--- src/pkg/ptm_regs.vh ---
// Register offsets, control field positions, reset values and timing constants of the paired timer
`ifndef PTM_REGS_VH
`define PTM_REGS_VH
// Word select codes for the software access port
`define PTM_SEL_LOW_COUNT 3'h0
`define PTM_SEL_HOLDING 3'h1
`define PTM_SEL_HIGH_COUNT 3'h2
`define PTM_SEL_LOW_PERIOD 3'h3
`define PTM_SEL_HIGH_PERIOD 3'h4
`define PTM_SEL_LOW_CTRL 3'h5
`define PTM_SEL_HIGH_CTRL 3'h6
// Control field positions
`define PTM_BIT_RUN 15
`define PTM_BIT_IDLE_STOP 13
`define PTM_BIT_GATE 6
`define PTM_BIT_PS_HI 5
`define PTM_BIT_PS_LO 4
`define PTM_BIT_WIDE 3
`define PTM_BIT_CLK_SRC 1
// Reset values
`define PTM_RST_CTRL 16'h0000
`define PTM_RST_PERIOD 16'hFFFF
`define PTM_RST_COUNT 16'h0000
// Prescale ratios in divide counts
`define PTM_DIV_1 8'h00
`define PTM_DIV_8 8'h07
`define PTM_DIV_64 8'h3F
`define PTM_DIV_256 8'hFF
`endif

--- src/rtl/ptm_paired_timer.v ---
// Paired 16-bit timer that also runs as one 32-bit timer or synchronous counter
`timescale 1ns/10ps
`include "ptm_regs.vh"
module ptm_paired_timer #(
    parameter PS_WIDTH = 8
) (
    // Clock and reset
    input wire mclk,
    input wire sys_rst,
    // Software access port
    input wire wr_strobe,
    input wire rd_strobe,
    input wire [2:0] word_select,
    input wire [15:0] wr_data,
    output reg [15:0] rd_data,
    // Interrupt controller side
    input wire high_half_event_clear,
    input wire high_half_event_enable,
    output reg high_half_event_flag,
    output wire high_half_irq,
    output reg low_half_event_flag,
    // CPU power state
    input wire cpu_idle,
    input wire cpu_sleep,
    // Pins
    input wire gate_clock_pin,
    input wire high_clock_pin,
    // ADC trigger
    output reg adc_trigger
);
    // Software-visible words
    reg [15:0] low_half_control_reg;
    reg [15:0] high_half_control_reg;
    reg [15:0] low_count_word_reg;
    reg [15:0] high_count_word_reg;
    reg [15:0] high_word_holding_reg;
    reg [15:0] low_period_word_reg;
    reg [15:0] high_period_word_reg;
    // Pin pipeline and low half resync stage
    reg [2:0] low_pin_sync_reg;
    reg [2:0] high_pin_sync_reg;
    reg low_pin_reg;
    reg high_pin_reg;
    reg low_ps_sync_reg;

    // Pin synchronisers: change counts once stages two and three agree
    always @(posedge mclk) begin
        if (sys_rst) begin
            low_pin_sync_reg <= 3'b000;
            high_pin_sync_reg <= 3'b000;
            low_pin_reg <= 1'b0;
            high_pin_reg <= 1'b0;
        end else begin
            low_pin_sync_reg <= {low_pin_sync_reg[1:0], gate_clock_pin};
            high_pin_sync_reg <= {high_pin_sync_reg[1:0], high_clock_pin};
            if (low_pin_sync_reg[1] == low_pin_sync_reg[2]) begin
                low_pin_reg <= low_pin_sync_reg[2];
            end
            if (high_pin_sync_reg[1] == high_pin_sync_reg[2]) begin
                high_pin_reg <= high_pin_sync_reg[2];
            end
        end
    end

    // Edge detection on the filtered pin levels
    reg low_pin_d_reg;
    reg high_pin_d_reg;
    always @(posedge mclk) begin
        if (sys_rst) begin
            low_pin_d_reg <= 1'b0;
            high_pin_d_reg <= 1'b0;
        end else begin
            low_pin_d_reg <= low_pin_reg;
            high_pin_d_reg <= high_pin_reg;
        end
    end
    // Rising edges count, a gate fall ends accumulation
    wire low_pin_rise = low_pin_reg & ~low_pin_d_reg;
    wire high_pin_rise = high_pin_reg & ~high_pin_d_reg;
    wire low_gate_fall = ~low_pin_reg & low_pin_d_reg;

    // Control field decode
    wire wide = low_half_control_reg[`PTM_BIT_WIDE];
    wire lo_run = low_half_control_reg[`PTM_BIT_RUN];
    wire lo_idle_stop = low_half_control_reg[`PTM_BIT_IDLE_STOP];
    wire lo_gate = low_half_control_reg[`PTM_BIT_GATE];
    wire lo_ext = low_half_control_reg[`PTM_BIT_CLK_SRC];
    wire hi_run = high_half_control_reg[`PTM_BIT_RUN];
    wire hi_idle_stop = high_half_control_reg[`PTM_BIT_IDLE_STOP];
    wire hi_ext = high_half_control_reg[`PTM_BIT_CLK_SRC];
    // High half gate bit is never decoded
    wire lo_gated = lo_gate & ~lo_ext;

    // Sleep stops every tick source, pin ticks included; idle stops only with idle-stop set
    wire lo_alive = ~cpu_sleep & ~(cpu_idle & lo_idle_stop);
    wire hi_alive = ~cpu_sleep & ~(cpu_idle & hi_idle_stop);

    // Tick sources before prescaling
    wire lo_src = lo_ext ? low_pin_rise : (lo_gated ? low_pin_reg : 1'b1);
    wire hi_src = hi_ext ? high_pin_rise : 1'b1;

    // Software write decode
    wire wr_low_count = wr_strobe & (word_select == `PTM_SEL_LOW_COUNT);
    wire wr_holding = wr_strobe & (word_select == `PTM_SEL_HOLDING);
    wire wr_high_count = wr_strobe & (word_select == `PTM_SEL_HIGH_COUNT);
    wire wr_low_period = wr_strobe & (word_select == `PTM_SEL_LOW_PERIOD);
    wire wr_high_period = wr_strobe & (word_select == `PTM_SEL_HIGH_PERIOD);
    wire wr_low_ctrl = wr_strobe & (word_select == `PTM_SEL_LOW_CTRL);
    wire wr_high_ctrl = wr_strobe & (word_select == `PTM_SEL_HIGH_CTRL);

    // Prescaler clears; wide mode has both count words feed the low prescaler
    wire lo_ps_clear = wr_low_count | wr_low_ctrl | (wide & (wr_high_count | wr_high_ctrl));
    wire hi_ps_clear = wr_high_count | wr_high_ctrl;

    // Divided ticks, one per prescaler
    wire lo_ps_tick;
    wire hi_ps_tick;

    // Low half prescaler, also the wide-mode source
    ptm_prescaler #(
        .WIDTH(PS_WIDTH)
    ) u_low_ps (
        .mclk(mclk),
        .sys_rst(sys_rst),
        .run_enable(lo_run),
        .clear(lo_ps_clear),
        .prescale_select(low_half_control_reg[`PTM_BIT_PS_HI:`PTM_BIT_PS_LO]),
        .tick_in(lo_src & lo_alive),
        .tick_out(lo_ps_tick)
    );

    // High half prescaler, idle in wide mode
    ptm_prescaler #(
        .WIDTH(PS_WIDTH)
    ) u_high_ps (
        .mclk(mclk),
        .sys_rst(sys_rst),
        .run_enable(hi_run & ~wide),
        .clear(hi_ps_clear),
        .prescale_select(high_half_control_reg[`PTM_BIT_PS_HI:`PTM_BIT_PS_LO]),
        .tick_in(hi_src & hi_alive),
        .tick_out(hi_ps_tick)
    );

    // Low half output resynchronised; costs one cycle of latency
    always @(posedge mclk) begin
        if (sys_rst) begin
            low_ps_sync_reg <= 1'b0;
        end else begin
            low_ps_sync_reg <= lo_ps_tick & ~lo_ps_clear;
        end
    end

    // Count enables per configuration
    // A clearing write in the tick cycle drops the tick, as in the low half
    wire hi_tick_ok = hi_ps_tick & ~hi_ps_clear;
    wire lo_inc = lo_run & low_ps_sync_reg;
    wire hi_inc = hi_run & hi_tick_ok & ~wide;

    // Match detection
    wire [31:0] count32 = {high_count_word_reg, low_count_word_reg};
    wire [31:0] period32 = {high_period_word_reg, low_period_word_reg};
    wire match32 = (count32 == period32);
    wire lo_match16 = (low_count_word_reg == low_period_word_reg);
    wire hi_match16 = (high_count_word_reg == high_period_word_reg);
    wire wide_wrap = wide & lo_inc & match32;
    wire lo_wrap = ~wide & lo_inc & lo_match16;
    wire hi_wrap = hi_inc & hi_match16;

    // Count words: only counting, period wrap or a direct write change them
    // Wide mode: a low word write also loads the high word from holding
    always @(posedge mclk) begin
        if (sys_rst) begin
            low_count_word_reg <= `PTM_RST_COUNT;
            high_count_word_reg <= `PTM_RST_COUNT;
        end else begin
            if (wr_low_count) begin
                low_count_word_reg <= wr_data;
            end else if (wide_wrap | lo_wrap) begin
                low_count_word_reg <= 16'h0000;
            end else if (lo_inc) begin
                low_count_word_reg <= low_count_word_reg + 16'h0001;
            end
            if (wide & wr_low_count) begin
                high_count_word_reg <= high_word_holding_reg;
            end else if (wr_high_count) begin
                high_count_word_reg <= wr_data;
            end else if (wide_wrap | hi_wrap) begin
                high_count_word_reg <= 16'h0000;
            end else if (wide & lo_inc & (low_count_word_reg == 16'hFFFF)) begin
                high_count_word_reg <= high_count_word_reg + 16'h0001;
            end else if (hi_inc) begin
                high_count_word_reg <= high_count_word_reg + 16'h0001;
            end
        end
    end

    // Control and period registers; control writes leave counts alone
    always @(posedge mclk) begin
        if (sys_rst) begin
            low_half_control_reg <= `PTM_RST_CTRL;
            high_half_control_reg <= `PTM_RST_CTRL;
            low_period_word_reg <= `PTM_RST_PERIOD;
            high_period_word_reg <= `PTM_RST_PERIOD;
        end else begin
            if (wr_low_ctrl) begin
                low_half_control_reg <= wr_data;
            end
            if (wr_high_ctrl) begin
                high_half_control_reg <= wr_data;
            end
            if (wr_low_period) begin
                low_period_word_reg <= wr_data;
            end
            if (wr_high_period) begin
                high_period_word_reg <= wr_data;
            end
        end
    end

    // Holding register: written by software, loaded by a low count read
    always @(posedge mclk) begin
        if (sys_rst) begin
            high_word_holding_reg <= `PTM_RST_COUNT;
        end else if (wr_holding) begin
            high_word_holding_reg <= wr_data;
        end else if (rd_strobe & (word_select == `PTM_SEL_LOW_COUNT)) begin
            high_word_holding_reg <= high_count_word_reg;
        end
    end

    // Read data registered, valid the cycle after the strobe
    // Unused select reads as zero; writes to it are dropped
    always @(posedge mclk) begin
        if (sys_rst) begin
            rd_data <= 16'h0000;
        end else if (rd_strobe) begin
            case (word_select)
                `PTM_SEL_LOW_COUNT: rd_data <= low_count_word_reg;
                `PTM_SEL_HOLDING: rd_data <= high_word_holding_reg;
                `PTM_SEL_HIGH_COUNT: rd_data <= high_count_word_reg;
                `PTM_SEL_LOW_PERIOD: rd_data <= low_period_word_reg;
                `PTM_SEL_HIGH_PERIOD: rd_data <= high_period_word_reg;
                `PTM_SEL_LOW_CTRL: rd_data <= low_half_control_reg;
                `PTM_SEL_HIGH_CTRL: rd_data <= high_half_control_reg;
                default: rd_data <= 16'h0000;
            endcase
        end
    end

    // Gate fall ends accumulation; counts stay where they stopped
    wire gate_end = lo_run & lo_gated & low_gate_fall & lo_alive;
    // Split mode: each half reports its own match; the gate belongs to the low half
    wire hi_event = wide ? (wide_wrap | gate_end) : hi_wrap;
    wire lo_event = ~wide & (lo_wrap | gate_end);

    // Event flags: a set in the clear cycle wins
    always @(posedge mclk) begin
        if (sys_rst) begin
            high_half_event_flag <= 1'b0;
            low_half_event_flag <= 1'b0;
        end else begin
            high_half_event_flag <= hi_event | (high_half_event_flag & ~high_half_event_clear);
            low_half_event_flag <= lo_event | (low_half_event_flag & ~high_half_event_clear);
        end
    end

    // Request follows the flag while enabled
    assign high_half_irq = high_half_event_flag & high_half_event_enable;

    // ADC trigger pulse from the high half match
    always @(posedge mclk) begin
        if (sys_rst) begin
            adc_trigger <= 1'b0;
        end else begin
            adc_trigger <= wide_wrap | hi_wrap;
        end
    end
endmodule // ptm_paired_timer

--- src/rtl/ptm_prescaler.v ---
// Prescaler for one timer half: divides a tick stream by 1, 8, 64 or 256
`timescale 1ns/10ps
`include "ptm_regs.vh"
module ptm_prescaler #(
    parameter WIDTH = 8
) (
    // Clock and reset
    input wire mclk,
    input wire sys_rst,
    // Control
    input wire run_enable,
    input wire clear,
    input wire [1:0] prescale_select,
    input wire tick_in,
    // Divided tick
    output wire tick_out
);
    reg [WIDTH-1:0] count_reg;
    reg [WIDTH-1:0] limit;

    // Terminal count per ratio
    always @* begin
        case (prescale_select)
            2'b00: limit = `PTM_DIV_1;
            2'b01: limit = `PTM_DIV_8;
            2'b10: limit = `PTM_DIV_64;
            default: limit = `PTM_DIV_256;
        endcase
    end

    assign tick_out = run_enable & tick_in & (count_reg == limit);

    // Halted prescaler (run_enable low) keeps the count, even through clears
    always @(posedge mclk) begin
        if (sys_rst) begin
            count_reg <= {WIDTH{1'b0}};
        end else if (run_enable) begin
            if (clear) begin
                count_reg <= {WIDTH{1'b0}};
            end else if (tick_in) begin
                count_reg <= (count_reg == limit) ? {WIDTH{1'b0}} : count_reg + 1'b1;
            end
        end
    end
endmodule // ptm_prescaler

--- config.mk ---
export PLATFORM = sky130hd
export DESIGN_NAME = ptm_paired_timer
export DESIGN_NICKNAME = d
export VERILOG_FILES = /design/src/rtl/ptm_paired_timer.v /design/src/rtl/ptm_prescaler.v
export VERILOG_INCLUDE_DIRS = /design/src /design/src/pkg
export SDC_FILE = /design/constraint.sdc
export NUM_CORES = 1
export LEC_CHECK = 0
export BUFFER_PORTS_ARGS = -buffer_cell sky130_fd_sc_hd__buf_4
export CORE_MARGIN = 1.5
export CORE_UTILIZATION = 56
export CTS_CLUSTER_DIAMETER = 60
export DETAILED_ROUTE_END_ITERATION = 12
export PLACE_DENSITY_LB_ADDON = 0.15
export SETUP_SLACK_MARGIN = 0.05
export SYNTH_ARGS = -nofsm -noshare
export SYNTH_HDL_FRONTEND = slang
export SYNTH_SLANG_ARGS = --single-unit
--- constraint.sdc ---
create_clock -name mclk -period 1.9 [get_ports mclk]
set_input_delay 0.19 -clock mclk [delete_from_list [all_inputs] [get_ports mclk]]
set_output_delay 0.19 -clock mclk [all_outputs]
set_load 0.005 [all_outputs]
---- After elaboration in Yosys (flattened, before gate mapping) ----
Index checks and enable logic that the tools add are counted.
storage, ports and cells
  register bits after elaboration ......... 158
  input bits .............................. 29
  word-level logic and storage cells ...... 138
operators by class
  add/sub/neg operators ................... 4
  mux-type cells .......................... 23
  reduce and logical (&&, ||, !) cells .... 10
  equality and inequality tests ........... 18
  bitwise logic cells ..................... 63
operators with widths
  kind                   count
  $mux 16                10
  $pmux 16 s7            1
  $mux 8                 6
  $pmux 8 s3             2
  $and 1x1->1            43
  $add 16x1->16 const B  2
  $eq 16x16->1           2
  $eq 32x32->1           1
  $add 8x1->8 const B    2
  $eq 16x16->1 const B   1
  $eq 8x8->1             2
  $not 1->1              11
  $eq 3x3->1 const B     3
  $or 1x1->1             9
  $eq 3x2->1 const B     2
  $reduce_bool 2->1      3
  $reduce_bool 5->1      1
  $eq 2x1->1 const B     2
  $eq 2x2->1 const B     2
  $logic_not 2->1        2
  $mux 1                 4
  $reduce_and 2->1       2
  $eq 3x1->1 const B     1
  $logic_not 3->1        1
  2 further kinds        3

---- Logic depth before layout (Yosys ltp) ----
  depth in word-level cells ............... 14
  gate-level depth with buffers ........... 9

---- Cells and area by module ----
A second synthesis with hierarchy kept.
second synthesis, totals
  cell total of the unflattened synthesis .. 1075
  area total of the unflattened synthesis .. 8714.6 µm²
by module, submodules not included
  module            instances  area each (µm²)  cells each
  ptm_paired_timer  1          7831.3           971
  ptm_prescaler     2          441.7            52

---- Worst setup path before layout ----
No wires, ideal clock.
  path type ............................... register to register
  start point ............................. register low_count_word_reg[0]
  end point ............................... register high_count_word_reg[2]
  library setup time ...................... 0.123 ns
  stages on the path, launching flop included .. 10
  data arrival time ....................... 1.905 ns
  data required time ...................... 1.777 ns
  setup slack ............................. -0.127 ns
  buffers on the path ..................... 1
  cells stage by stage .................... dfxtp_1 ha_1 nand3_2 nor3_2 and3_1 a31oi_1 o311ai_2 buf_6 a2bb2oi_1 o31ai_1
between the ends
  word-level cells in the longest chain between the ends .. 6
RTL lines
  item                                          RTL line                                        source
  from (decl)                                   ptm_paired_timer.v:34                           reg [15:0] low_count_word_reg;
  from (signal assigned)                        ptm_paired_timer.v:174                          low_count_word_reg <= `PTM_RST_COUNT;
  from (signal assigned)                        ptm_paired_timer.v:178                          low_count_word_reg <= wr_data;
  from (signal assigned)                        ptm_paired_timer.v:182                          low_count_word_reg <= low_count_word_reg + 16'h0001;
  $eq 32x32->1 or $eq 16x16->1 (tied branches)  ptm_paired_timer.v:163, ptm_paired_timer.v:190
  $and 1x1->1, on equally long branches         ptm_paired_timer.v:166, ptm_paired_timer.v:190
  $or 1x1->1 or $mux 16 (tied branches)         ptm_paired_timer.v:188, ptm_paired_timer.v:190
  $mux 16                                       ptm_paired_timer.v:188                          end else if (wide_wrap | hi_wrap) begin
  $mux 16                                       ptm_paired_timer.v:186                          end else if (wr_high_count) begin
  $mux 16                                       ptm_paired_timer.v:184                          if (wide & wr_low_count) begin
  to (signal assigned)                          ptm_paired_timer.v:185                          high_count_word_reg <= high_word_holding_reg;
  to (signal assigned)                          ptm_paired_timer.v:187                          high_count_word_reg <= wr_data;
  to (signal assigned)                          ptm_paired_timer.v:191                          high_count_word_reg <= high_count_word_reg + 16'h0001;
  to (decl)                                     ptm_paired_timer.v:35                           reg [15:0] high_count_word_reg;
Parallel ways exist; a longest one is shown, timed or not.
A chain may end at the register's enable or synchronous reset.

---- Final worst setup path ----
  start point ............................. register low_count_word_reg[1]
  end point ............................... register high_count_word_reg[12]
The elaborated chain is that of the path after synthesis.

==> impl_metrics.ini <==
[cts]
clock_path_buffers = 2
root_buffer = clkbuf_16
cts.htree.levels = 4
insertion_delay_ps = 440
cts_tree = yes
cts_buffers = 17
clock_sinks = 158
clkTransAtPathRegs_ps = 70

[floorplanning]
start_util = 0.5792
die_h_um = 126.3
core_um2 = 14700
ioPinCount = 49
fp.dieW_um = 126.3
dieArea_um2 = 15950
rows = 44

[power]
pwr-share-clk = 0.419
ir_drop_mv = 0.6945
finalPower_mw = 7.915
p_int_mw = 5.711
p_sw_mw = 2.204
combPwrFrac = 0.140
p_leak_nw = 4.589
power_density_nw_per_um2 = 695.7
pwr-share-seq = 0.441
swShare = 0.2785

[worst_setup_path]
worst_ep_arrival_time_ps = 2500
criticalPathCategory = reg -> reg
r2r_start = low_count_word_reg[1]
crit_path_top_delay_cell = dfxtp_4
worst_ep_required_time_ps = 2240
reg2regPathDepth = 10
critical_path_peak_fanout = 10
rrSetupSlack_ps = -260
end_kind = flop
critPathLaunchType = flop
crit_start = low_count_word_reg[1]
crit_top_cell = buf_4
worstPathCellList = xnor2_1, nand3_1, nor3_2, buf_4, nand3_2, o311ai_2, buf_6, buf_4, a21oi_2, a211oi_2
r2r_end = high_count_word_reg[12]
critPathMaxStageDelay_ps = 360
cp-endpoint = high_count_word_reg[12]

[logic_synthesis]
yosysWarnings = 0
synth.distinct_cells = 75
syn_area_um2 = 8513
syn_inst = 1056
synthTopCellsByCount = nand2_1, dfxtp_1, nor2_1, a21oi_1, nand3_1
syn_area_per_cell_um2 = 8.062
synth-edff-count = 0
yosysMostFrequentCell = nand2_1
synth_top_area_share = 0.3715
synthArstFlopShare = 0
yosysSeqAreaShare = 0.3715
synthFlopType = dfxtp_1
synth-seq-cells = 158
synthTopCellsByArea = dfxtp_1, nand2_1, mux2i_1
synth.net_count = 1089
yosys.area.top_type = dfxtp_1

[layout]
diodes = 0
drive_gt1_frac = 0.3202
seq_area_um2 = 3196
fin_nets = 1285
fin_cells = 1449
area_growth_pct = 33.63
nFillCells = 1076
multi_input_area_um2 = 5365

[grt]
grt_overflow = 0
grt_pass1_wl_mm = 47.13
grt_pass1_vias = 8463
grt_use_total = 0.3862
grt_antenna_before_repair = 0
grt_max_degree = 45

[min_path]
min-delay-path-class = in -> reg

[sta]
setup_viol = 34
slew_headroom = 0.4771
clock.fmax_ghz = 0.4620
setup_tns_ps = -4923
hold_viol_final = 0
post-route-period-util = 1.139
worstMarginPinSlew_ps = 784.4
setup_ws_ps = -264.7
min_period_ps = 2165
finalMaxSlewViolations = 0
rsz0062_at_grt = true
whs_ps = 55.17
finClkSkew_ps = 11.21

[routing]
ant_nets = 0
drt_iter0_markers = 1036
first_pass_iters = 6
routed_via_density = 6.255
routedWlPerCell_um = 21.24
wl_mm = 30.78
vias = 9063
drc_errors = 0

[placement]
dp_hpwl_mm = 21.55
gp_congestion = 0.9947
dp.cells = 1406
port-buffer-count = 48

[run_status]
violations = setup timing
outcome = finished, violations left

[job]
cap_viol_max_count = 0
[metrics by stage]
stage                     cell area, µm²  worst slack (ps)    util
after floorplan                     8584            -68.73       -
after global placement             10290            -303.0  0.6998
final                              11380            -264.7  0.7739
after global routing               11380            -349.2  0.7739
after detailed placement           10290            -337.0  0.6998
after CTS                          11150            -169.3  0.7586
[critical path, delay by kind of cell (launching register included)]
family          cells  cell delay (ps)
simple gates        3              500
buf+inv             3              490
compound gates      3              480
flops               1              360
xor+xnor            1              230
[how the worst min path moves through the flow]
stage          cells after the start                      end  slack, ps            from
2_1_floorplan                      2   low_period_word_reg[0]        310      wr_data[0]
3_3_place_gp                       2     high_pin_sync_reg[0]        400  high_clock_pin
3_5_place_dp                       2      low_pin_sync_reg[0]        410  gate_clock_pin
4_1_cts                            3   low_period_word_reg[0]         50      wr_data[0]
5_1_grt                            3   low_period_word_reg[0]         50      wr_data[0]
6_report                           3  low_period_word_reg[12]         60     wr_data[12]
[logic make-up (layout without fill, tap and decap cells)]
| family | Yosys count | count (layout) | synth area share |
|---|---|---|---|
| buffers and inverters | 86 | 295 | 0.04806 |
| DFF | 158 | 158 | 0.3715 |
| AOI/OAI and AO/OA | 232 | 232 | 0.1812 |
| and+or+nand+nor | 466 | 466 | 0.2572 |
| muxes | 61 | 61 | 0.08568 |
| adders and majority gates | 4 | 4 | 0.005879 |
| xor gates and xnor gates | 49 | 49 | 0.05041 |
[layout make-up]
cell class | instances | area share
Clock buffer | 18 | 0.03773
Clock inverter | 14 | 0.01188
Timing Repair Buffer | 253 | 0.1743
Tap cell | 184 | 0.02024
Inverter | 10 | 0.003300
Sequential cell | 158 | 0.2809
Multi-Input combinational cell | 812 | 0.4716
[per-layer routing]
metal	vias up	global-route usage	wire length, µm
met5	-	0	0
li1	4151	-	-
met4	0	0.1616	1271
met2	586	0.6028	13630
met3	100	0.1038	3613
met1	4226	0.5089	12260
[power by group through the flow]
stage | clock network (mW) | logic [mW] | registers (mW)
after global routing | 3.49 | 1.17 | 3.50
after detailed placement | 0 | 1.01 | 3.56
final | 3.32 | 1.11 | 3.49
after CTS | 3.34 | 1.04 | 3.49
after global placement | 0 | 0.996 | 3.55
after floorplan | 0 | 0.547 | 3.54
[cell usage in the layout, fill, tap and decap left out, types with 10 or more instances in the layout]
cell type	synthesis	routed
dfxtp_1	158	138
buf_6	7	11
dfxtp_2	0	17
clkbuf_16	0	17
a22oi_1	14	12
a21oi_1	81	71
nor3_1	12	10
o21ai_0	27	23
nor2_1	105	104
nor2b_1	16	16
nand4_1	13	13
nand2_1	198	193
mux2i_1	47	47
xnor2_1	22	20
buf_4	3	237
o22ai_1	13	12
nand3_1	57	54
a211oi_1	21	18
xor2_1	27	25
[repair_timing]
item	in CTS	in global routing
setup buffers	7	5
hold buffers	2	0
hold endpoints to repair	2	0
gates resized for setup	57	50
setup endpoints to repair	40	48
cloned	1	0
pin swaps	26	32
(Power assumes the default switching activity.)
